File: src/rtl/board_info_pkg.sv
// offsets, load slots and field masks of the board information bank
package board_info_pkg;
  // register addresses as seen on the register port
  localparam logic [11:0] hw_revision_off = 12'h7da;
  localparam logic [11:0] exp_revision_off = 12'h7db;
  localparam logic [11:0] prod_date_off = 12'h7e4;
  localparam logic [11:0] unique_number_off = 12'h7ee;
  localparam logic [11:0] max_rate_off = 12'h834;
  localparam logic [11:0] mem_bytes_off = 12'h83e;
  localparam logic [11:0] option_bits_off = 12'h848;
  localparam logic [11:0] load_status_off = 12'h850;
  // slot numbers used by the nonvolatile loader
  localparam logic [2:0] hw_revision_slot = 3'h0;
  localparam logic [2:0] exp_revision_slot = 3'h1;
  localparam logic [2:0] prod_date_slot = 3'h2;
  localparam logic [2:0] unique_number_slot = 3'h3;
  localparam logic [2:0] max_rate_slot = 3'h4;
  localparam logic [2:0] mem_bytes_slot = 3'h5;
  localparam logic [2:0] option_bits_slot = 3'h6;
  localparam int info_words = 7;
  // field masks
  localparam logic [31:0] hw_revision_mask = 32'h0000ffff;
  localparam logic [31:0] prod_date_mask = 32'hffff00ff;
  localparam logic [31:0] multi_record_option_flag = 32'h00000001;
  localparam logic [31:0] digital_io_option_flag = 32'h00000002;
  localparam logic [31:0] gated_sampling_option_flag = 32'h00000020;
  localparam logic [31:0] synchronization_option_flag = 32'h00000200;
  localparam logic [31:0] timestamp_option_flag = 32'h00000400;
  localparam logic [31:0] hub_module_flag = 32'h00000800;
  localparam logic [31:0] extra_io_option_flag = 32'h00002000;
  localparam logic [31:0] amplifier_calibration_flag = 32'h00004000;
  localparam logic [31:0] option_valid_mask = 32'h00006e23;
  // values after reset
  localparam logic [31:0] info_reset = 32'h00000000;
  localparam logic [31:0] read_idle = 32'h00000000;
endpackage

File: src/rtl/board_information_registers.sv
// read-only board information bank filled from the nonvolatile store
// How it works
// - revision word: base board revision in 15:8, module revision in 7:0
// - expansion revision word returns the fitted module's revision as integer
// - date word is 32 bits: year in 31:16, month in 7:0
// - date bits 15:8 carry nothing; they read zero, readers mask them
// - unique number word returns this board's own serial value
// - top sample rate in hertz, 32-bit, ignoring channel limits
// - installed sample memory size in bytes, 32-bit
// - option bits: 1 multi record, 2 digital io, 32 gated sampling
// - bit 512 set when any synchronization option is installed
// - bit 1024 timestamp option, bit 8192 extra io option
// - bit 2048 hub module, always together with the synchronization bit
// - bit 16384 amplifier calibration, only on waveform generator boards
// - words filled from nonvolatile store until the loader signals done, then read-only
`timescale 1ns/100ps
module board_information_registers #(
  parameter bit gen_board = 1'b0
) (
  input wire logic mclk_i,
  input wire logic rst_n_i,
  input wire logic [11:0] addr_i,
  input wire logic [31:0] wr_data_i,
  input wire logic wr_i,
  input wire logic rd_i,
  output logic [31:0] rd_data_o,
  input wire logic nv_valid_i,
  input wire logic [2:0] nv_slot_i,
  input wire logic [31:0] nv_data_i,
  input wire logic nv_done_i,
  input wire logic expansion_present_i,
  output logic info_loaded_o
);
  import board_info_pkg::*;

  logic [31:0] info_reg [info_words];
  logic loaded_reg;
  logic exp_meta_reg;
  logic exp_sync_reg;
  logic [31:0] rd_data_reg;
  logic [31:0] rd_data_next;

  // address decode, shared by read path and checks
  function automatic logic [3:0] slot_of(input logic [11:0] a);
    logic [3:0] s;
    s = 4'h8;
    unique case (a)
      hw_revision_off: s = {1'b0, hw_revision_slot};
      exp_revision_off: s = {1'b0, exp_revision_slot};
      prod_date_off: s = {1'b0, prod_date_slot};
      unique_number_off: s = {1'b0, unique_number_slot};
      max_rate_off: s = {1'b0, max_rate_slot};
      mem_bytes_off: s = {1'b0, mem_bytes_slot};
      option_bits_off: s = {1'b0, option_bits_slot};
      default: s = 4'h8;
    endcase
    return s;
  endfunction

  // sanitise a loaded word so undefined fields can never leak out
  function automatic logic [31:0] clean(input logic [2:0] slot, input logic [31:0] d);
    logic [31:0] o;
    o = d;
    if (slot == hw_revision_slot) begin
      o = d & hw_revision_mask;
    end else if (slot == prod_date_slot) begin
      o = d & prod_date_mask;
    end else if (slot == option_bits_slot) begin
      o = d & option_valid_mask;
      if ((d & hub_module_flag) != 32'h0) begin
        o = o | synchronization_option_flag;
      end
      if (!gen_board) begin
        o = o & ~amplifier_calibration_flag;
      end
    end
    return o;
  endfunction

  wire [3:0] rd_slot = slot_of(addr_i);
  wire rd_hit = !rd_slot[3];
  wire rd_status = addr_i == load_status_off;
  wire load_ok = nv_valid_i && !loaded_reg && nv_slot_i < 3'(info_words);
  wire [31:0] nv_clean = clean(nv_slot_i, nv_data_i);
  // an absent expansion module reads as revision zero
  wire exp_gate = rd_slot[2:0] != exp_revision_slot || exp_sync_reg;
  wire [31:0] rd_word = rd_hit ? (exp_gate ? info_reg[rd_slot[2:0]] : read_idle) : read_idle;
  wire [31:0] status_word = {31'h0, loaded_reg};

  always_comb begin
    rd_data_next = read_idle;
    if (rd_i) begin
      rd_data_next = rd_status ? status_word : rd_word;
    end
  end

  // pin from the expansion connector, two flops before use
  always_ff @(posedge mclk_i or negedge rst_n_i) begin
    if (!rst_n_i) begin
      exp_meta_reg <= 1'b0;
      exp_sync_reg <= 1'b0;
    end else begin
      exp_meta_reg <= expansion_present_i;
      exp_sync_reg <= exp_meta_reg;
    end
  end

  // only the loader writes storage; wr_i and wr_data_i are deliberately unused
  always_ff @(posedge mclk_i or negedge rst_n_i) begin
    if (!rst_n_i) begin
      for (int i = 0; i < info_words; i++) begin
        info_reg[i] <= info_reset;
      end
    end else if (load_ok) begin
      info_reg[nv_slot_i] <= nv_clean;
    end
  end

  // loaded is sticky until reset, locking the bank
  always_ff @(posedge mclk_i or negedge rst_n_i) begin
    if (!rst_n_i) begin
      loaded_reg <= 1'b0;
    end else if (nv_done_i) begin
      loaded_reg <= 1'b1;
    end
  end

  always_ff @(posedge mclk_i or negedge rst_n_i) begin
    if (!rst_n_i) begin
      rd_data_reg <= read_idle;
    end else begin
      rd_data_reg <= rd_data_next;
    end
  end

  assign rd_data_o = rd_data_reg;
  assign info_loaded_o = loaded_reg;

  // the loader compares slots in three bits, so seven words at most
  if (info_words > 7) begin : slot_range_g
    $error("info_words does not fit the three-bit loader slot");
  end

  // hub flag means nothing unless the synchronization flag survives the mask
  if ((option_valid_mask & synchronization_option_flag) == 32'h0) begin : sync_mask_g
    $error("option mask drops the synchronization flag");
  end

  rev_upper_a: assert property (@(posedge mclk_i) disable iff (!rst_n_i)
    rd_i && addr_i == hw_revision_off |=> rd_data_o[31:16] == 16'h0)
    else $error("revision word upper half not zero");

  exp_absent_a: assert property (@(posedge mclk_i) disable iff (!rst_n_i)
    rd_i && addr_i == exp_revision_off && !exp_sync_reg |=> rd_data_o == 32'h0)
    else $error("expansion revision shown without module");

  date_gap_a: assert property (@(posedge mclk_i) disable iff (!rst_n_i)
    rd_i && addr_i == prod_date_off |=> rd_data_o[15:8] == 8'h0)
    else $error("date word middle byte not zero");

  mem_word_a: assert property (@(posedge mclk_i) disable iff (!rst_n_i)
    rd_i && addr_i == mem_bytes_off |=> rd_data_o == $past(info_reg[mem_bytes_slot]))
    else $error("memory size word differs from stored value");

  option_mask_a: assert property (@(posedge mclk_i) disable iff (!rst_n_i)
    rd_i && addr_i == option_bits_off |=> (rd_data_o & ~option_valid_mask) == 32'h0)
    else $error("undefined option bit set");

  hub_sync_a: assert property (@(posedge mclk_i) disable iff (!rst_n_i)
    rd_i && addr_i == option_bits_off && nv_valid_i == 1'b0
    |=> !rd_data_o[11] || rd_data_o[9])
    else $error("hub flag without synchronization flag");

  amp_gen_a: assert property (@(posedge mclk_i) disable iff (!rst_n_i)
    rd_i && addr_i == option_bits_off && !gen_board |=> !rd_data_o[14])
    else $error("amplifier flag on non-generator board");

  locked_bank_a: assert property (@(posedge mclk_i) disable iff (!rst_n_i)
    info_loaded_o |=> $stable(info_reg[option_bits_slot]) && $stable(info_reg[unique_number_slot]))
    else $error("information word changed after loading");

  write_keep_a: assert property (@(posedge mclk_i) disable iff (!rst_n_i)
    wr_i && !nv_valid_i
    |=> $stable(info_reg[max_rate_slot]) && $stable(info_reg[hw_revision_slot]))
    else $error("software write altered a word");

  read_pulse_a: assert property (@(posedge mclk_i) disable iff (!rst_n_i)
    !rd_i |=> rd_data_o == 32'h0)
    else $error("read data outside the answer cycle");

  // read answers carry the stored word of the addressed slot, the expansion slot only while the module is present
  rev_word_a: assert property (@(posedge mclk_i) disable iff (!rst_n_i)
    rd_i && addr_i == hw_revision_off
    |=> rd_data_o == $past(info_reg[hw_revision_slot]))
    else $error("revision word differs from stored value");

  exp_present_a: assert property (@(posedge mclk_i) disable iff (!rst_n_i)
    rd_i && addr_i == exp_revision_off && exp_sync_reg
    |=> rd_data_o == $past(info_reg[exp_revision_slot]))
    else $error("expansion revision differs from stored value");

  date_word_a: assert property (@(posedge mclk_i) disable iff (!rst_n_i)
    rd_i && addr_i == prod_date_off
    |=> rd_data_o == $past(info_reg[prod_date_slot]))
    else $error("date word differs from stored value");

  serial_word_a: assert property (@(posedge mclk_i) disable iff (!rst_n_i)
    rd_i && addr_i == unique_number_off
    |=> rd_data_o == $past(info_reg[unique_number_slot]))
    else $error("unique number differs from stored value");

  rate_word_a: assert property (@(posedge mclk_i) disable iff (!rst_n_i)
    rd_i && addr_i == max_rate_off
    |=> rd_data_o == $past(info_reg[max_rate_slot]))
    else $error("sample rate word differs from stored value");

  option_word_a: assert property (@(posedge mclk_i) disable iff (!rst_n_i)
    rd_i && addr_i == option_bits_off
    |=> rd_data_o == $past(info_reg[option_bits_slot]))
    else $error("option word differs from stored value");

  status_read_a: assert property (@(posedge mclk_i) disable iff (!rst_n_i)
    rd_i && rd_status
    |=> rd_data_o == {31'h0, $past(info_loaded_o)})
    else $error("load status word wrong");

  unmapped_zero_a: assert property (@(posedge mclk_i) disable iff (!rst_n_i)
    rd_i && rd_slot[3] && !rd_status
    |=> rd_data_o == 32'h0)
    else $error("unmapped address answered with data");

  write_quiet_a: assert property (@(posedge mclk_i) disable iff (!rst_n_i)
    wr_i && !rd_i
    |=> rd_data_o == 32'h0)
    else $error("write produced read data");

  // stored words never hold bits left undefined
  rev_store_a: assert property (@(posedge mclk_i) disable iff (!rst_n_i)
    info_reg[hw_revision_slot][31:16] == 16'h0)
    else $error("stored revision upper half not zero");

  date_store_a: assert property (@(posedge mclk_i) disable iff (!rst_n_i)
    info_reg[prod_date_slot][15:8] == 8'h0)
    else $error("stored date middle byte not zero");

  option_store_a: assert property (@(posedge mclk_i) disable iff (!rst_n_i)
    (info_reg[option_bits_slot] & ~option_valid_mask) == 32'h0)
    else $error("stored option word has undefined bits");

  hub_store_a: assert property (@(posedge mclk_i) disable iff (!rst_n_i)
    (info_reg[option_bits_slot] & hub_module_flag) == 32'h0
    || (info_reg[option_bits_slot] & synchronization_option_flag) != 32'h0)
    else $error("stored hub flag without synchronization flag");

  amp_store_a: assert property (@(posedge mclk_i) disable iff (!rst_n_i)
    gen_board || (info_reg[option_bits_slot] & amplifier_calibration_flag) == 32'h0)
    else $error("stored amplifier flag on non-generator board");

  // a taken loader word lands in its slot, sanitised
  rev_load_a: assert property (@(posedge mclk_i) disable iff (!rst_n_i)
    load_ok && nv_slot_i == hw_revision_slot
    |=> info_reg[hw_revision_slot] == ($past(nv_data_i) & hw_revision_mask))
    else $error("revision word not stored from loader");

  exp_load_a: assert property (@(posedge mclk_i) disable iff (!rst_n_i)
    load_ok && nv_slot_i == exp_revision_slot
    |=> info_reg[exp_revision_slot] == $past(nv_data_i))
    else $error("expansion revision not stored from loader");

  date_load_a: assert property (@(posedge mclk_i) disable iff (!rst_n_i)
    load_ok && nv_slot_i == prod_date_slot
    |=> info_reg[prod_date_slot] == ($past(nv_data_i) & prod_date_mask))
    else $error("date word not stored from loader");

  serial_load_a: assert property (@(posedge mclk_i) disable iff (!rst_n_i)
    load_ok && nv_slot_i == unique_number_slot
    |=> info_reg[unique_number_slot] == $past(nv_data_i))
    else $error("unique number not stored from loader");

  rate_load_a: assert property (@(posedge mclk_i) disable iff (!rst_n_i)
    load_ok && nv_slot_i == max_rate_slot
    |=> info_reg[max_rate_slot] == $past(nv_data_i))
    else $error("sample rate not stored from loader");

  mem_load_a: assert property (@(posedge mclk_i) disable iff (!rst_n_i)
    load_ok && nv_slot_i == mem_bytes_slot
    |=> info_reg[mem_bytes_slot] == $past(nv_data_i))
    else $error("memory size not stored from loader");

  option_keep_a: assert property (@(posedge mclk_i) disable iff (!rst_n_i)
    load_ok && nv_slot_i == option_bits_slot
    |=> ((info_reg[option_bits_slot] ^ $past(nv_data_i))
    & (multi_record_option_flag | digital_io_option_flag | gated_sampling_option_flag)) == 32'h0)
    else $error("basic option bits not stored from loader");

  sync_set_a: assert property (@(posedge mclk_i) disable iff (!rst_n_i)
    load_ok && nv_slot_i == option_bits_slot
    && (nv_data_i & synchronization_option_flag) != 32'h0
    |=> (info_reg[option_bits_slot] & synchronization_option_flag) != 32'h0)
    else $error("synchronization flag lost on load");

  extra_opts_a: assert property (@(posedge mclk_i) disable iff (!rst_n_i)
    load_ok && nv_slot_i == option_bits_slot
    |=> ((info_reg[option_bits_slot] ^ $past(nv_data_i))
    & (timestamp_option_flag | extra_io_option_flag)) == 32'h0)
    else $error("timestamp or extra io flag not stored from loader");

  amp_keep_a: assert property (@(posedge mclk_i) disable iff (!rst_n_i)
    load_ok && nv_slot_i == option_bits_slot && gen_board
    |=> ((info_reg[option_bits_slot] ^ $past(nv_data_i))
    & amplifier_calibration_flag) == 32'h0)
    else $error("amplifier flag not stored on generator board");

  // once loaded, neither loader nor software moves a word
  locked_rest_a: assert property (@(posedge mclk_i) disable iff (!rst_n_i)
    info_loaded_o
    |=> $stable(info_reg[hw_revision_slot]) && $stable(info_reg[exp_revision_slot])
    && $stable(info_reg[prod_date_slot]) && $stable(info_reg[max_rate_slot])
    && $stable(info_reg[mem_bytes_slot]))
    else $error("locked word changed");

  write_rest_a: assert property (@(posedge mclk_i) disable iff (!rst_n_i)
    wr_i && !nv_valid_i
    |=> $stable(info_reg[exp_revision_slot]) && $stable(info_reg[prod_date_slot])
    && $stable(info_reg[unique_number_slot]) && $stable(info_reg[mem_bytes_slot])
    && $stable(info_reg[option_bits_slot]))
    else $error("software write altered a stored word");

  slot_refused_a: assert property (@(posedge mclk_i) disable iff (!rst_n_i)
    nv_valid_i && nv_slot_i == 3'h7
    |=> $stable(info_reg[hw_revision_slot]) && $stable(info_reg[option_bits_slot]))
    else $error("load to the spare slot changed a word");

  loaded_set_a: assert property (@(posedge mclk_i) disable iff (!rst_n_i)
    nv_done_i |=> info_loaded_o)
    else $error("bank not locked after loader finished");

  loaded_sticky_a: assert property (@(posedge mclk_i) disable iff (!rst_n_i)
    info_loaded_o |=> info_loaded_o)
    else $error("lock dropped without reset");

  loaded_hold_a: assert property (@(posedge mclk_i) disable iff (!rst_n_i)
    !info_loaded_o && !nv_done_i |=> !info_loaded_o)
    else $error("lock raised without loader finishing");

  // pin reaches reads two edges after sampling; skip edges right after reset
  exp_sync_a: assert property (@(posedge mclk_i) disable iff (!rst_n_i)
    $past(rst_n_i) && $past(rst_n_i, 2)
    |-> exp_sync_reg == $past(expansion_present_i, 2))
    else $error("expansion pin not passed through two stages");
endmodule

File: config.mk
export PLATFORM = sky130hd
export DESIGN_NAME = board_information_registers
export DESIGN_NICKNAME = d
export VERILOG_FILES = /design/src/rtl/board_info_pkg.sv /design/src/rtl/board_information_registers.sv
export SDC_FILE = /design/constraint.sdc
export NUM_CORES = 1
export LEC_CHECK = 0
export BUFFER_PORTS_ARGS = -buffer_cell sky130_fd_sc_hd__buf_2
export CAP_MARGIN = 20
export CORE_MARGIN = 2
export CORE_UTILIZATION = 59
export DETAILED_ROUTE_END_ITERATION = 10
export PLACE_DENSITY = 0.76
export SLEW_MARGIN = 25
export SYNTH_ARGS = -nofsm -noshare
export SYNTH_HDL_FRONTEND = slang
export SYNTH_SLANG_ARGS = --single-unit
File: constraint.sdc
create_clock -name mclk_i -period 1.8 [get_ports mclk_i]
set_input_delay 0.18 -clock mclk_i [delete_from_list [all_inputs] [get_ports mclk_i]]
set_output_delay 0.18 -clock mclk_i [all_outputs]
set_load 0.005 [all_outputs]
---- Yosys cells after proc, flatten, opt, wreduce, memory -nomap -nowiden ----
Cells that the tools add are included.
storage, ports and cells
  output and inout port bits .............. 33
  register bits after elaboration ......... 259
  logic and storage cells ................. 49
  bits of input ports ..................... 86
cells by class
  bitwise operators ....................... 2
  equal/unequal tests ..................... 11
  magnitude comparators ................... 4
  reduce and logical (&&, ||, !) cells .... 6
  multiplexer cells ....................... 15
operators with widths
  operator                                                                       number
  32-bit 2-to-1 mux                                                              10
  224-bit bitwise mux                                                            1
  32-bit binary-select mux with 3-bit select                                     1
  32-bit demux with 3-bit select                                                 1
  12-bit by 11-bit equality test with 1-bit output (second input constant)       4
  12-bit equality test (second input constant)                                   4
  4-bit one-hot mux with 7 select lines                                          1
  12-bit 2-to-1 mux                                                              1
  4-bit >= comparator (second input constant)                                    2
  3-bit inverter with 4-bit output                                               2
  4-bit by 1-bit less-than comparator with 1-bit output (second input constant)  1
  3-bit by 2-bit equality test with 1-bit output (second input constant)         1
  3-bit equality test (second input constant)                                    1
  1-bit logical AND                                                              3
  3-bit zero test                                                                1
  3-bit less-than comparator (second input constant)                             1
  3-bit by 1-bit inequality test with 1-bit output (second input constant)       1
  1-bit zero test                                                                1
  1-bit logical OR                                                               1

---- Depth between registers and ports, before layout ----
Gate-level depths: netlist (run 1).
  word-level depth ........................ 10
  gate-level depth with buffers ........... 9
  depth with buffers taken out ............ 6

---- Worst setup path before layout (run 1) ----
No wires, ideal clock.
  kind .................................... input -> register
  start point ............................. in addr_i[7]
  end point ............................... reg rd_data_reg[15] (netlist: rd_data_o[15])
  slack ................................... -0.034 ns
  data required time ...................... 1.711 ns
  setup time .............................. 0.089 ns
  arrival time ............................ 1.744 ns
  stages on the path ...................... 8
  path buffers ............................ 2
  path through ............................ nor3_2 nand4b_1 a211oi_2 or2_1 buf_4 buf_2 mux2_2 o221ai_2
on the way
  word-level cells in the longest chain between the ends .. 10
  elaborated cells between the ends (all ways) .. 19
  classes of those cells .................. eq/ne: 9; mux: 8; bitwise: 1; reduce/logical: 1
RTL lines
  element                                                                                          line                                source
  start, declared                                                                                  board_information_registers.sv:22   input wire logic [11:0] addr_i,
  12-bit equality test / 12-bit by 11-bit equality test with 1-bit output (equally long branches)  board_information_registers.sv:47   unique case (a)
  4-bit one-hot mux with 7 select lines                                                            board_information_registers.sv:47
  3-bit inverter with 4-bit output (implied by the code)                                           board_information_registers.sv:87   wire [31:0] rd_word = rd_hit ? (exp_gate ? info_reg[rd_slot[2:0]] : read_idle) : read_idle;
  32-bit binary-select mux with 3-bit select                                                       board_information_registers.sv:87
  32-bit 2-to-1 mux (implied by the code) (2 in series)                                            board_information_registers.sv:87
  32-bit 2-to-1 mux (2 in series)                                                                  board_information_registers.sv:87
  32-bit 2-to-1 mux (*)                                                                            board_information_registers.sv:93   rd_data_next = rd_status ? status_word : rd_word;
  32-bit 2-to-1 mux (*)                                                                            board_information_registers.sv:92   if (rd_i) begin
  via rd_data_next[15]                                                                             board_information_registers.sv:41   logic [31:0] rd_data_next;
  end signal, assigned                                                                             board_information_registers.sv:130  rd_data_reg <= read_idle;
  end signal, assigned                                                                             board_information_registers.sv:132  rd_data_reg <= rd_data_next;
  end, declared                                                                                    board_information_registers.sv:40   logic [31:0] rd_data_reg;
The timed path passes the listed nets; every way through them passes the cells marked *. The select of a mux whose other input is x is not followed.
A chain may end at the register's enable or synchronous reset.

---- Final worst setup path (run 1) ----
  start point ............................. reg loaded_reg (netlist: info_loaded_o)
  end point ............................... reg info_reg[193] (netlist name)
on the way
  word-level cells in the longest chain between the ends .. 3
RTL lines
  element                          line                                source
  start, declared                  board_information_registers.sv:37   logic loaded_reg;
  start signal, assigned           board_information_registers.sv:122  loaded_reg <= 1'b0;
  start signal, assigned           board_information_registers.sv:124  loaded_reg <= 1'b1;
  1-bit zero test                  board_information_registers.sv:83   wire load_ok = nv_valid_i && !loaded_reg && nv_slot_i < 3'(info_words);
  1-bit logical AND (2 in series)  board_information_registers.sv:83
  end signal, assigned by index    board_information_registers.sv:112  info_reg[i] <= info_reset;
  end signal, assigned by index    board_information_registers.sv:115  info_reg[nv_slot_i] <= nv_clean;
  end, declared                    board_information_registers.sv:36   logic [31:0] info_reg [info_words];
No other way between the ends.

==> summary.md, run 1 <==
| Metric | Value |
|---|---|
| CTS max path bufs | `3` |
| Seq cells post-synth | `259` |
| Measured slew at the worst slew-check pin | `about 470 ps` |
| Worst R2R Setup Slack | `130 ps` |
| Area growth, synth to finish | `20.0%` |
| Combinational share of power | `4.4%` |
| CTS buffer count | `27` |
| CP Depth | `5` |
| Initial antenna violation count | `0` |
| Pleak | `6.03 nW` |
| Layout cells sized above 1 | `roughly 27%` |
| Worst slew margin | `68.0%` |
| Setup Fix Bufs, Post-CTS | `0` |
| Drt first pass iters | `4` |
| Final instance area | `about 0.013 mm2` |
| Sw Share | `21.3%` |
| Pwr Total | `12.6 mW` |
| Sequential area share after synthesis | `roughly 58%` |
| TNS Setup | `0 ps` |
| Sequential share of power | `47.8%` |
| Crit path max-delay family | `simple AND/OR/NAND/NOR gates` |
| Synth area leader | `dfrtp_1` |
| Htree depth | `1` |
| EDFF count, synth | `0` |
| Initial core utilization | `60.0%` |
| CTS tree | `yes` |
| Setup CP Type | `reg2reg` |
| Cell area after synthesis | `around 0.011 mm2` |
| Area contributors post-synth | `dfrtp_1 58%, mux2i_1 8.6%, mux2_2 6.6%` |
| Max Fclk | `roughly 0.6 GHz` |
| Setup crit end | `info_reg[193]$_DFFE_PN0P_` |
| VDD IR-drop max | `0.671 mV` |
| Number of core rows | `50` |
| Critical path origin | `info_loaded_o$_DFFE_PN0P_` |
| Max Transition Viols Final | `0` |
| Non-filler cells, final | `1349` |
| Vias post-DR | `~7700` |
| Worst hold path type | `in2reg` |
| Post-synth top flop | `dfrtp_1` |
| Die ar. | `0.0201 mm2` |
| Psw | `between 2 and 3 mW` |
| Top Ports | `119` |
| Chip height | `approximately 140 um` |
| Post-DRT Antenna Nets | `0` |
| Cts hold-fix bufs | `15` |
| Top-count cell post-synth | `dfrtp_1` |
| Cells after Synth | `976` |
| Largest net degree at the start of global routing | `62` |
| Final Cycle Share | `92.9%` |
| DP HPWL | `15600 um` |
| Critical path cell sequence | `nor2b_1 -> nand2b_1 -> or3_1 -> buf_12 -> mux2_2` |
| Fraction of registers with async set/reset | `100%` |
| CTS root buf | `clkbuf_16` |
| Crit path max fanout | `45` |
| I/O Buffers | `85` |
| Post-CTS resize count | `0` |
| Drt initial violations | `~450` |
| Pwr per Cell Area | `935 mW/mm2` |
| Critical path endpoint category | `register` |
| Placed inst area | `0.0123 mm2` |
| Most common library cells after synthesis | `259 x dfrtp_1, 174 x nand2_1, 145 x o21ai_0, 96 x mux2i_1, 66 x mux2_2` |
| Via density | `5.72` |
| Setup crit start kind | `register` |
| Chip width | `142 um` |
| Fin Clk Skew | `12.0 ps` |
| CTS Sinks | `259` |
| WP data required | `about 2200 ps` |
| Synth unique cells | `43` |
| Nets | `about 1200` |
| Slowest library cell on the worst path | `dfrtp_1` |
| Clk_lat worst skew | `520 ps` |
| Overflow after GRT | `0` |
| Core ar. | `around 0.019 mm2` |
| Vias in the first global route | `8062` |
| Clock-pin slew on the worst setup and hold paths | `60 ps` |
| Routed Wire Length | `26100 um` |
| Synth top area share | `approximately 58%` |
| Status | `completed` |
| Cell Count Post-Placement | `between 1000 and 1500` |
| Internal Power | `between 9 and 10 mW` |
| WL/cell | `19.3 um` |
| Net count after synthesis | `between 1000 and 1500` |
| DR DRC count | `0` |
| CP Buf/Inv Count | `1` |
| Max_cap viols | `0` |
| Diode count | `0` |
| Reg-to-Reg End | `info_reg[193]$_DFFE_PN0P_` |
| Max reg flops | `224` |
| Clock network power share | `approximately 48%` |
| R2r worst-path depth | `5` |
| Routability cong. | `0.795` |
| RSZ-0062 raised after global routing | `no` |
| WP data arrival | `about 2100 ps` |
| Worst R2R Start | `info_loaded_o$_DFFE_PN0P_` |
| Fin. Hold Viols | `0` |
| First-pass GRT wire length | `42700 um` |
| Avg Cell Area, Syn | `~12 um2` |
| Period minus WS final | `between 1500 and 2000 ps` |
| Finish-stage setup viols | `0` |
| GRT Total Usage | `26.8%` |
| YS warnings | `0` |
| Max incr delay on CP | `approximately 400 ps` |
-- metal layers --
| metal | vias up | GRT usage [%] | share of wire (%) | routed length, um |
|---|---|---|---|---|
| met5 | - | 0 | 0 | 0 |
| met4 | 0 | 5.63 | 1.5 | 404 |
| met3 | 38 | 3.67 | 4.1 | 1060 |
| met2 | 164 | 45.7 | 50 | 13000 |
| met1 | 3882 | 37.3 | 45 | 11600 |
| li1 | 3636 | - | - | - |
-- how the worst min path moves through the flow --
stage	from	endpoint	slack, ps	cells past startpoint
floorplan	rst_n_i	exp_meta_reg$_DFF_PN0_	-120	0
global placement	rst_n_i	info_reg[76]$_DFFE_PN0P_	100	1
detailed placement	rst_n_i	info_reg[76]$_DFFE_PN0P_	100	1
CTS	nv_data_i[0]	info_reg[0]$_DFFE_PN0P_	1	2
global route	nv_data_i[0]	info_reg[0]$_DFFE_PN0P_	20	2
finish	nv_data_i[0]	info_reg[0]$_DFFE_PN0P_	10	2
-- cell usage in the layout (no fill, tap or decap), types with 2 or more instances in the layout --
master,netlist,routed
nor2b_1,6,6
clkbuf_8,0,7
a211oi_2,2,2
mux2i_1,96,96
and2_1,52,52
dfrtp_1,259,259
buf_2,8,84
nand3b_1,2,2
or2_2,2,2
nand3_2,0,2
clkinvlp_4,0,2
buf_12,1,20
inv_1,2,2
nor2_1,10,10
buf_4,2,38
nand4_1,2,2
bufinv_16,0,5
clkinv_2,0,4
o21ai_0,145,145
nor3_2,1,2
nand2_1,174,170
clkbuf_1,48,2
o221ai_2,31,31
mux2_2,66,66
dlygate4sd3_1,0,15
and3_1,2,2
nand2_2,0,4
nand2b_1,3,3
nand3_1,35,33
clkbuf_16,0,27
-- logic make-up after synthesis --
group | Yosys count | synth area share (%)
AND/OR/NAND/NOR | 299 | 12.5
flip-flops | 259 | 57.7
AO/OA/AOI/OAI | 185 | 11.4
multiplexers | 162 | 15.2
buffers and inverters | 69 | 3.08
XOR/XNOR | 2 | 0.156
-- per-stage QoR --
stage / util, % / hold WS, ps / setup slack, ps
4_1_cts: 72.0 / 1.46 / 113
6_report: 72.0 / 10.0 / 129
2_1_floorplan: - / -116 / -33.6
5_1_grt: 72.0 / 17.2 / 6.57
3_3_place_gp: 66.0 / 101 / -140
3_5_place_dp: 66.0 / 99.2 / -232
-- layout make-up --
cell class              count  area (um2)
clock inverters            12         194
fillers                  1314        5240
multi-input cells         648        4440
inverters                   2        7.51
well taps                 234         293
flip-flops and latches    259        6480
clock buffers              36         779
repair buffers            158        1270
-- power by group through the flow --
stage | combinational (mW) | clock (mW) | sequential, mW
5_1_grt | 0.632 | 6.31 | 6.04
4_1_cts | 0.563 | 6.09 | 6.02
2_1_floorplan | 0.222 | 0 | 6.11
6_report | 0.551 | 6.02 | 6.02
3_5_place_dp | 0.530 | 0 | 6.13
3_3_place_gp | 0.515 | 0 | 6.12
No activity file was read; power rests on OpenSTA's default activity.
==> run 2: changes to the inputs <==
--- a/config.mk
+++ b/config.mk
@@ -11,6 +11,7 @@
 export CORE_UTILIZATION = 59
 export DETAILED_ROUTE_END_ITERATION = 10
 export PLACE_DENSITY = 0.76
+export RECOVER_POWER = 25
 export SLEW_MARGIN = 25
 export SYNTH_ARGS = -nofsm -noshare
 export SYNTH_HDL_FRONTEND = slang
==> summary.md, run 2 (synthesis results as in run 1) <==
| Metric | Value |
|---|---|
| Status | `completed` |
| Setup Fix Bufs, Post-CTS | `0 (unchanged)` |
| Max incr delay on CP | `410 ps (about the same)` |
| CP Depth | `5 (unchanged)` |
| Chip height | `142 um (unchanged)` |
| Max reg flops | `224 (unchanged)` |
| Area growth, synth to finish | `19.7%` |
| Crit path max fanout | `45 (unchanged)` |
| Drt initial violations | `459 (+1.1%)` |
| Worst hold path type | `in2reg` |
| R2r worst-path depth | `5 (unchanged)` |
| Setup CP Type | `reg2reg` |
| Cts hold-fix bufs | `15 (unchanged)` |
| Fill cell count | `1316 (+0.15%)` |
| Layout cells sized above 1 | `27.1% (unchanged)` |
| Critical path cell sequence | `nor2b_1 -> nand2b_1 -> or3_1 -> buf_12 -> mux2_2` |
| Htree depth | `1 (unchanged)` |
| First-pass GRT wire length | `42700 um (unchanged)` |
| Worst R2R Start | `info_loaded_o$_DFFE_PN0P_` |
| Measured slew at the worst slew-check pin | `1150 ps (+680 ps)` |
| Most common cell after layout, fill and taps aside | `dfrtp_1` |
| Pwr per Cell Area | `936 mW/mm2 (+0.16%)` |
| Routed Wire Length | `26100 um (+0.16%)` |
| Slowest library cell on the worst path | `dfrtp_1` |
| CTS buffer count | `27 (unchanged)` |
| Final Cycle Share | `92.9% (about the same)` |
| Final Util | `71.8% (-0.16 points)` |
| Drt first pass iters | `5 (+1)` |
| Clock-pin slew on the worst setup and hold paths | `60 ps (about the same)` |
| Pwr Total | `12.6 mW (about the same)` |
| Worst R2R Setup Slack | `130 ps (about the same)` |
| CTS max path bufs | `3 (unchanged)` |
| Worst slew margin | `23.0% (-45 points)` |
| Pleak | `6.02 nW (-0.18%)` |
| Die ar. | `0.0201 mm2 (unchanged)` |
| Period minus WS final | `1670 ps (+1.11 ps)` |
| Finish-stage setup viols | `0 (unchanged)` |
| Diode count | `0 (unchanged)` |
| Setup crit start kind | `register` |
| Worst Setup Slack post-DPL | `-232 ps (unchanged)` |
| Met3 wire length | `987 um (-7.2%)` |
| Overflow after GRT | `0 (unchanged)` |
| Critical path origin | `info_loaded_o$_DFFE_PN0P_` |
| Cell Count Post-Placement | `1286 (unchanged)` |
| Non-filler cells, final | `1349 (unchanged)` |
| Top sig layer | `met4` |
| Core ar. | `0.0187 mm2 (unchanged)` |
| VDD IR-drop max | `0.673 mV (+0.24%)` |
| WHS Endpoint | `info_reg[0]$_DFFE_PN0P_` |
| Top Ports | `119 (unchanged)` |
| Vias in the first global route | `8062 (unchanged)` |
| CTS root buf | `clkbuf_16` |
| Via density | `5.72 (about the same)` |
| RSZ-0062 raised after global routing | `no` |
| CTS tree | `yes` |
| Crit path max-delay family | `simple AND/OR/NAND/NOR gates` |
| DR DRC count | `0 (unchanged)` |
| WP data required | `2210 ps (about the same)` |
| Post-DRT Antenna Nets | `0 (unchanged)` |
| WL/cell | `19.4 um (+0.16%)` |
| CP Buf/Inv Count | `1 (unchanged)` |
| Vias post-DR | `7717 (-0.039%)` |
| Largest net degree at the start of global routing | `62 (unchanged)` |
| Max_cap viols | `0 (unchanged)` |
| Routability cong. | `0.795 (unchanged)` |
| Number of core rows | `50 (unchanged)` |
| Critical path endpoint category | `register` |
| WP data arrival | `2080 ps (about the same)` |
| Nets | `1182 (unchanged)` |
| Final worst-path setup slack | `127 ps (-1.11 ps)` |
| DP HPWL | `15600 um (unchanged)` |
| Clk_lat worst skew | `520 ps (about the same)` |
| Wire length on met2 | `13000 um (+0.55%)` |
| Fin Clk Skew | `11.2 ps (-0.835 ps)` |
| GRT Total Usage | `26.8% (unchanged)` |
| Chip width | `142 um (unchanged)` |
| CTS Sinks | `259 (unchanged)` |
| Fin. Hold Viols | `0 (unchanged)` |
| I/O Buffers | `85 (unchanged)` |
| Max Transition Viols Final | `0 (unchanged)` |
| Commonest non-fill, non-tap cells in the layout | `259 x dfrtp_1, 170 x nand2_1, 145 x o21ai_0, 96 x mux2i_1, 85 x buf_2` |
| WHS Path Cells | `2 (unchanged)` |
| Hold path start | `nv_data_i[0]` |
| Max Fclk | `0.598 GHz (about the same)` |
| Reg-to-Reg End | `info_reg[197]$_DFFE_PN0P_` |
| Initial antenna violation count | `0 (unchanged)` |
| Post-CTS resize count | `0 (unchanged)` |
| WL met1 | `11700 um (+0.57%)` |
| Initial core utilization | `60.0% (unchanged)` |
[run 2: metrics by stage]
step	instance area, um2	setup TNS, ps	hold slack [ps]
6_report	13400	0	10.7
3_5_place_dp	12300	-5990	99.2
2_1_floorplan	11200	-652	-116
3_3_place_gp	12300	-3910	101
4_1_cts	13500	0	1.46
5_1_grt	13400	0	17.2
[run 2: power breakdown]
| part | internal (mW) | total, mW | switching, mW |
|---|---|---|---|
| Combinational | 0.205 | 0.542 | 0.337 |
| Clock | 3.75 | 6.02 | 2.27 |
| Sequential | 5.96 | 6.02 | 0.0694 |
| Total | 9.91 | 12.6 | 2.68 |
[run 2: how the worst max path moves through the flow]
stage | end | slack, ps
after CTS | info_reg[193]$_DFFE_PN0P_ | 110
after floorplan | rd_data_o[15]$_DFF_PN0_ | -30
after detailed placement | rd_data_o[23]$_DFF_PN0_ | -230
final | info_reg[197]$_DFFE_PN0P_ | 130
after global placement | rd_data_o[9]$_DFF_PN0_ | -140
after global routing | info_reg[21]$_DFFE_PN0P_ | 7
[run 2: routing by layer]
| layer | GRT usage (%) | vias to the layer above |
|---|---|---|
| li1 | - | 3636 |
| met1 | 37.3 | 3900 |
| met2 | 45.7 | 145 |
| met5 | 0 | - |
| met4 | 5.63 | 0 |
| met3 | 3.67 | 36 |
[run 2: cell type report]
class,count,area [um2],share of cell area [%]
flip-flops and latches,259,6480,48.2
multi-input cells,648,4440,33.1
repair buffers,158,1240,9.24
clock buffers,36,779,5.80
well taps,234,293,2.18
clock inverters,12,194,1.44
inverters,2,7.51,0.0559
==> run 3: changes to the inputs <==
--- a/config.mk
+++ b/config.mk
@@ -8,10 +8,9 @@
 export BUFFER_PORTS_ARGS = -buffer_cell sky130_fd_sc_hd__buf_2
 export CAP_MARGIN = 20
 export CORE_MARGIN = 2
-export CORE_UTILIZATION = 59
+export CORE_UTILIZATION = 55
 export DETAILED_ROUTE_END_ITERATION = 10
-export PLACE_DENSITY = 0.76
-export RECOVER_POWER = 25
+export PLACE_DENSITY = 0.71
 export SLEW_MARGIN = 25
 export SYNTH_ARGS = -nofsm -noshare
 export SYNTH_HDL_FRONTEND = slang
==> summary.md, run 3 (synthesis results as in run 1) <==
| Metric | Value |
|---|---|
| Status | `completed` |
| Number of core rows | `52 (+4.0%)` |
| Core ar. | `0.0201 mm2 (+7.5%)` |
| Vias post-DR | `7726 (+0.12%)` |
| Commonest non-fill, non-tap cells in the layout | `259 x dfrtp_1, 170 x nand2_1, 145 x o21ai_0, 96 x mux2i_1, 84 x buf_2` |
| Setup crit start kind | `register` |
| Multi-input logic area | `0.00444 mm2 (about the same)` |
| WP data required | `2210 ps (about the same)` |
| Vias in the first global route | `8117 (+0.68%)` |
| Fin Clk Skew | `13.4 ps (+2.20 ps)` |
| WP data arrival | `2080 ps (about the same)` |
| Pwr per Cell Area | `926 mW/mm2 (-1.1%)` |
| Crit path max fanout | `16 (-64%)` |
| GRT Total Usage | `24.5% (-2.3 points)` |
| Overflow after GRT | `0 (unchanged)` |
| Nets | `1201 (+1.6%)` |
| Final Util | `68.5% (-3.3 points)` |
| Clk_lat worst skew | `540 ps (+20 ps)` |
| Internal Power | `10.0 mW (+1.3%)` |
| Routability cong. | `0.851 (+7.1%)` |
| Final Cycle Share | `92.9% (about the same)` |
| Clock network power share | `48.4% (+0.6 points)` |
| Slowest library cell on the worst path | `dfrtp_1` |
| Crit path max-delay family | `simple AND/OR/NAND/NOR gates` |
| Max incr delay on CP | `420 ps (about the same)` |
| CTS Sinks | `259 (unchanged)` |
| Post-DRT Antenna Nets | `0 (unchanged)` |
| Htree depth | `1 (unchanged)` |
| Critical path endpoint category | `register` |
| Pleak | `6.15 nW (+2.2%)` |
| Worst R2R Setup Slack | `130 ps (about the same)` |
| Sequential share of power | `47.2% (-0.7 points)` |
| Diode count | `0 (unchanged)` |
| CP Buf/Inv Count | `1 (unchanged)` |
| Max_cap viols | `0 (unchanged)` |
| Initial antenna violation count | `1 (+1)` |
| Register area | `0.00648 mm2 (unchanged)` |
| Setup CP Type | `reg2reg` |
| First-pass GRT wire length | `42500 um (-0.47%)` |
| Critical path cell sequence | `nor2b_2 -> nand2b_1 -> or3_1 -> buf_12 -> mux2_2` |
| Chip height | `147 um (+3.5%)` |
| Drt initial violations | `357 (-22%)` |
| CTS root buf | `clkbuf_16` |
| Final instance area | `0.0138 mm2 (+2.5%)` |
| Worst slew margin | `63.0% (+40 points)` |
| VDD IR-drop max | `0.685 mV (+1.8%)` |
| Period minus WS final | `1670 ps (-0.350 ps)` |
| Fill cell count | `1479 (+12%)` |
| Max reg flops | `224 (unchanged)` |
| Drt first pass iters | `4 (-1)` |
| Largest net degree at the start of global routing | `59 (-4.8%)` |
| Hold WS | `14.4 ps (+3.61 ps)` |
| CTS tree | `yes` |
| Combinational share of power | `4.4% (about the same)` |
| Via density | `5.50 (-3.9%)` |
| Finish-stage setup viols | `0 (unchanged)` |
| Worst hold path type | `in2reg` |
| Fin. Hold Viols | `0 (unchanged)` |
| CTS buffer count | `28 (+3.7%)` |
| Measured slew at the worst slew-check pin | `550 ps (-605 ps)` |
| Area growth, synth to finish | `22.7%` |
| Initial core utilization | `55.8% (-4.2 points)` |
| Psw | `2.72 mW (+1.6%)` |
| Placed inst area | `0.0125 mm2 (+1.3%)` |
| WL/cell | `18.1 um (-6.6%)` |
| Chip width | `147 um (+3.5%)` |
| CTS max path bufs | `3 (unchanged)` |
| Max Fclk | `0.598 GHz (about the same)` |
| Most common cell after layout, fill and taps aside | `dfrtp_1` |
| Setup Fix Bufs, Post-CTS | `0 (unchanged)` |
| Die ar. | `0.0216 mm2 (+7.1%)` |
| I/O Buffers | `85 (unchanged)` |
| DP HPWL | `16300 um (+4.2%)` |
| Sw Share | `21.3% (+0.044 points)` |
| Layout cells sized above 1 | `27.4% (+0.32 points)` |
| Clock-pin slew on the worst setup and hold paths | `60 ps (about the same)` |
| Top Ports | `119 (unchanged)` |
| DR DRC count | `0 (unchanged)` |
| Max Transition Viols Final | `0 (unchanged)` |
| RSZ-0062 raised after global routing | `no` |
| Routed Wire Length | `25400 um (-2.7%)` |
-- run 3: changes by cell type in the layout (fill, tap and decap cells not counted), sizes merged --
| cell | delta |
|---|---|
| dlygate4sd3 | +11 |
| clkinv | +2 |
| clkinvlp | -1 |
| buf | +8 |
-- run 3: layout make-up --
cell class / count / area share [%]
Timing Repair Buffer: 176 / 10.9
Multi-Input combinational cell: 648 / 32.3
Inverter: 2 / 0.0545
Clock buffer: 37 / 5.85
Tap cell: 270 / 2.45
Clock inverter: 13 / 1.44
Sequential cell: 259 / 47.0
-- run 3: worst paths after layout --
kind                                      startpoint                   endpoint  depth (start not counted)
max reg2reg                info_loaded_o$_DFFE_PN0P_  info_reg[193]$_DFFE_PN0P_                          5
min in group asynchronous                    rst_n_i    rd_data_o[11]$_DFF_PN0_                          2
max                        info_loaded_o$_DFFE_PN0P_  info_reg[193]$_DFFE_PN0P_                          5
min reg2reg                   exp_meta_reg$_DFF_PN0_     exp_sync_reg$_DFF_PN0_                          0
max in group asynchronous                    rst_n_i  info_reg[181]$_DFFE_PN0P_                          3
min                                    nv_data_i[29]   info_reg[93]$_DFFE_PN0P_                          3
-- run 3: per-layer routing --
metal | wire length, um | vias up | track usage (%) | share of wire (%)
li1 | - | 3677 | - | -
met1 | 11400 | 3867 | 33.7 | 45
met2 | 12500 | 131 | 41.8 | 49
met3 | 921 | 49 | 3.35 | 3.6
met4 | 552 | 2 | 6.21 | 2.2
met5 | 13 | - | 0 | 0.051
-- run 3: per-stage QoR --
stage	setup TNS, ps	setup slack, ps	power [mW]	std cells
after global routing	0	44.7	13.2	1405
after floorplan	-652	-33.6	6.33	976
after global placement	-5820	-220	6.64	1329
after detailed placement	-6290	-246	6.66	1329
after CTS	0	30.0	12.9	1405
final	0	128	12.8	1405
-- run 3: what timing repair did --
action	CTS	global route
endpoints found under the hold margin	205	0
resized for setup	0	3
hold buffers	26	0
endpoints found under the setup margin	0	55
-- run 3: worst register-to-register path: cells and delay by family (launching register included) --
family | cells | cell delay [ps]
simple gates | 3 | 670
buf+inv | 1 | 180
mux | 1 | 270
flops | 1 | 420
-- run 3: power groups by stage --
stage,sequential (mW),clock [mW],combinational (mW)
5_1_grt,6.04,6.51,0.654
6_report,6.02,6.17,0.567
4_1_cts,6.02,6.29,0.578
3_5_place_dp,6.13,0,0.532
3_3_place_gp,6.12,0,0.520
2_1_floorplan,6.11,0,0.222
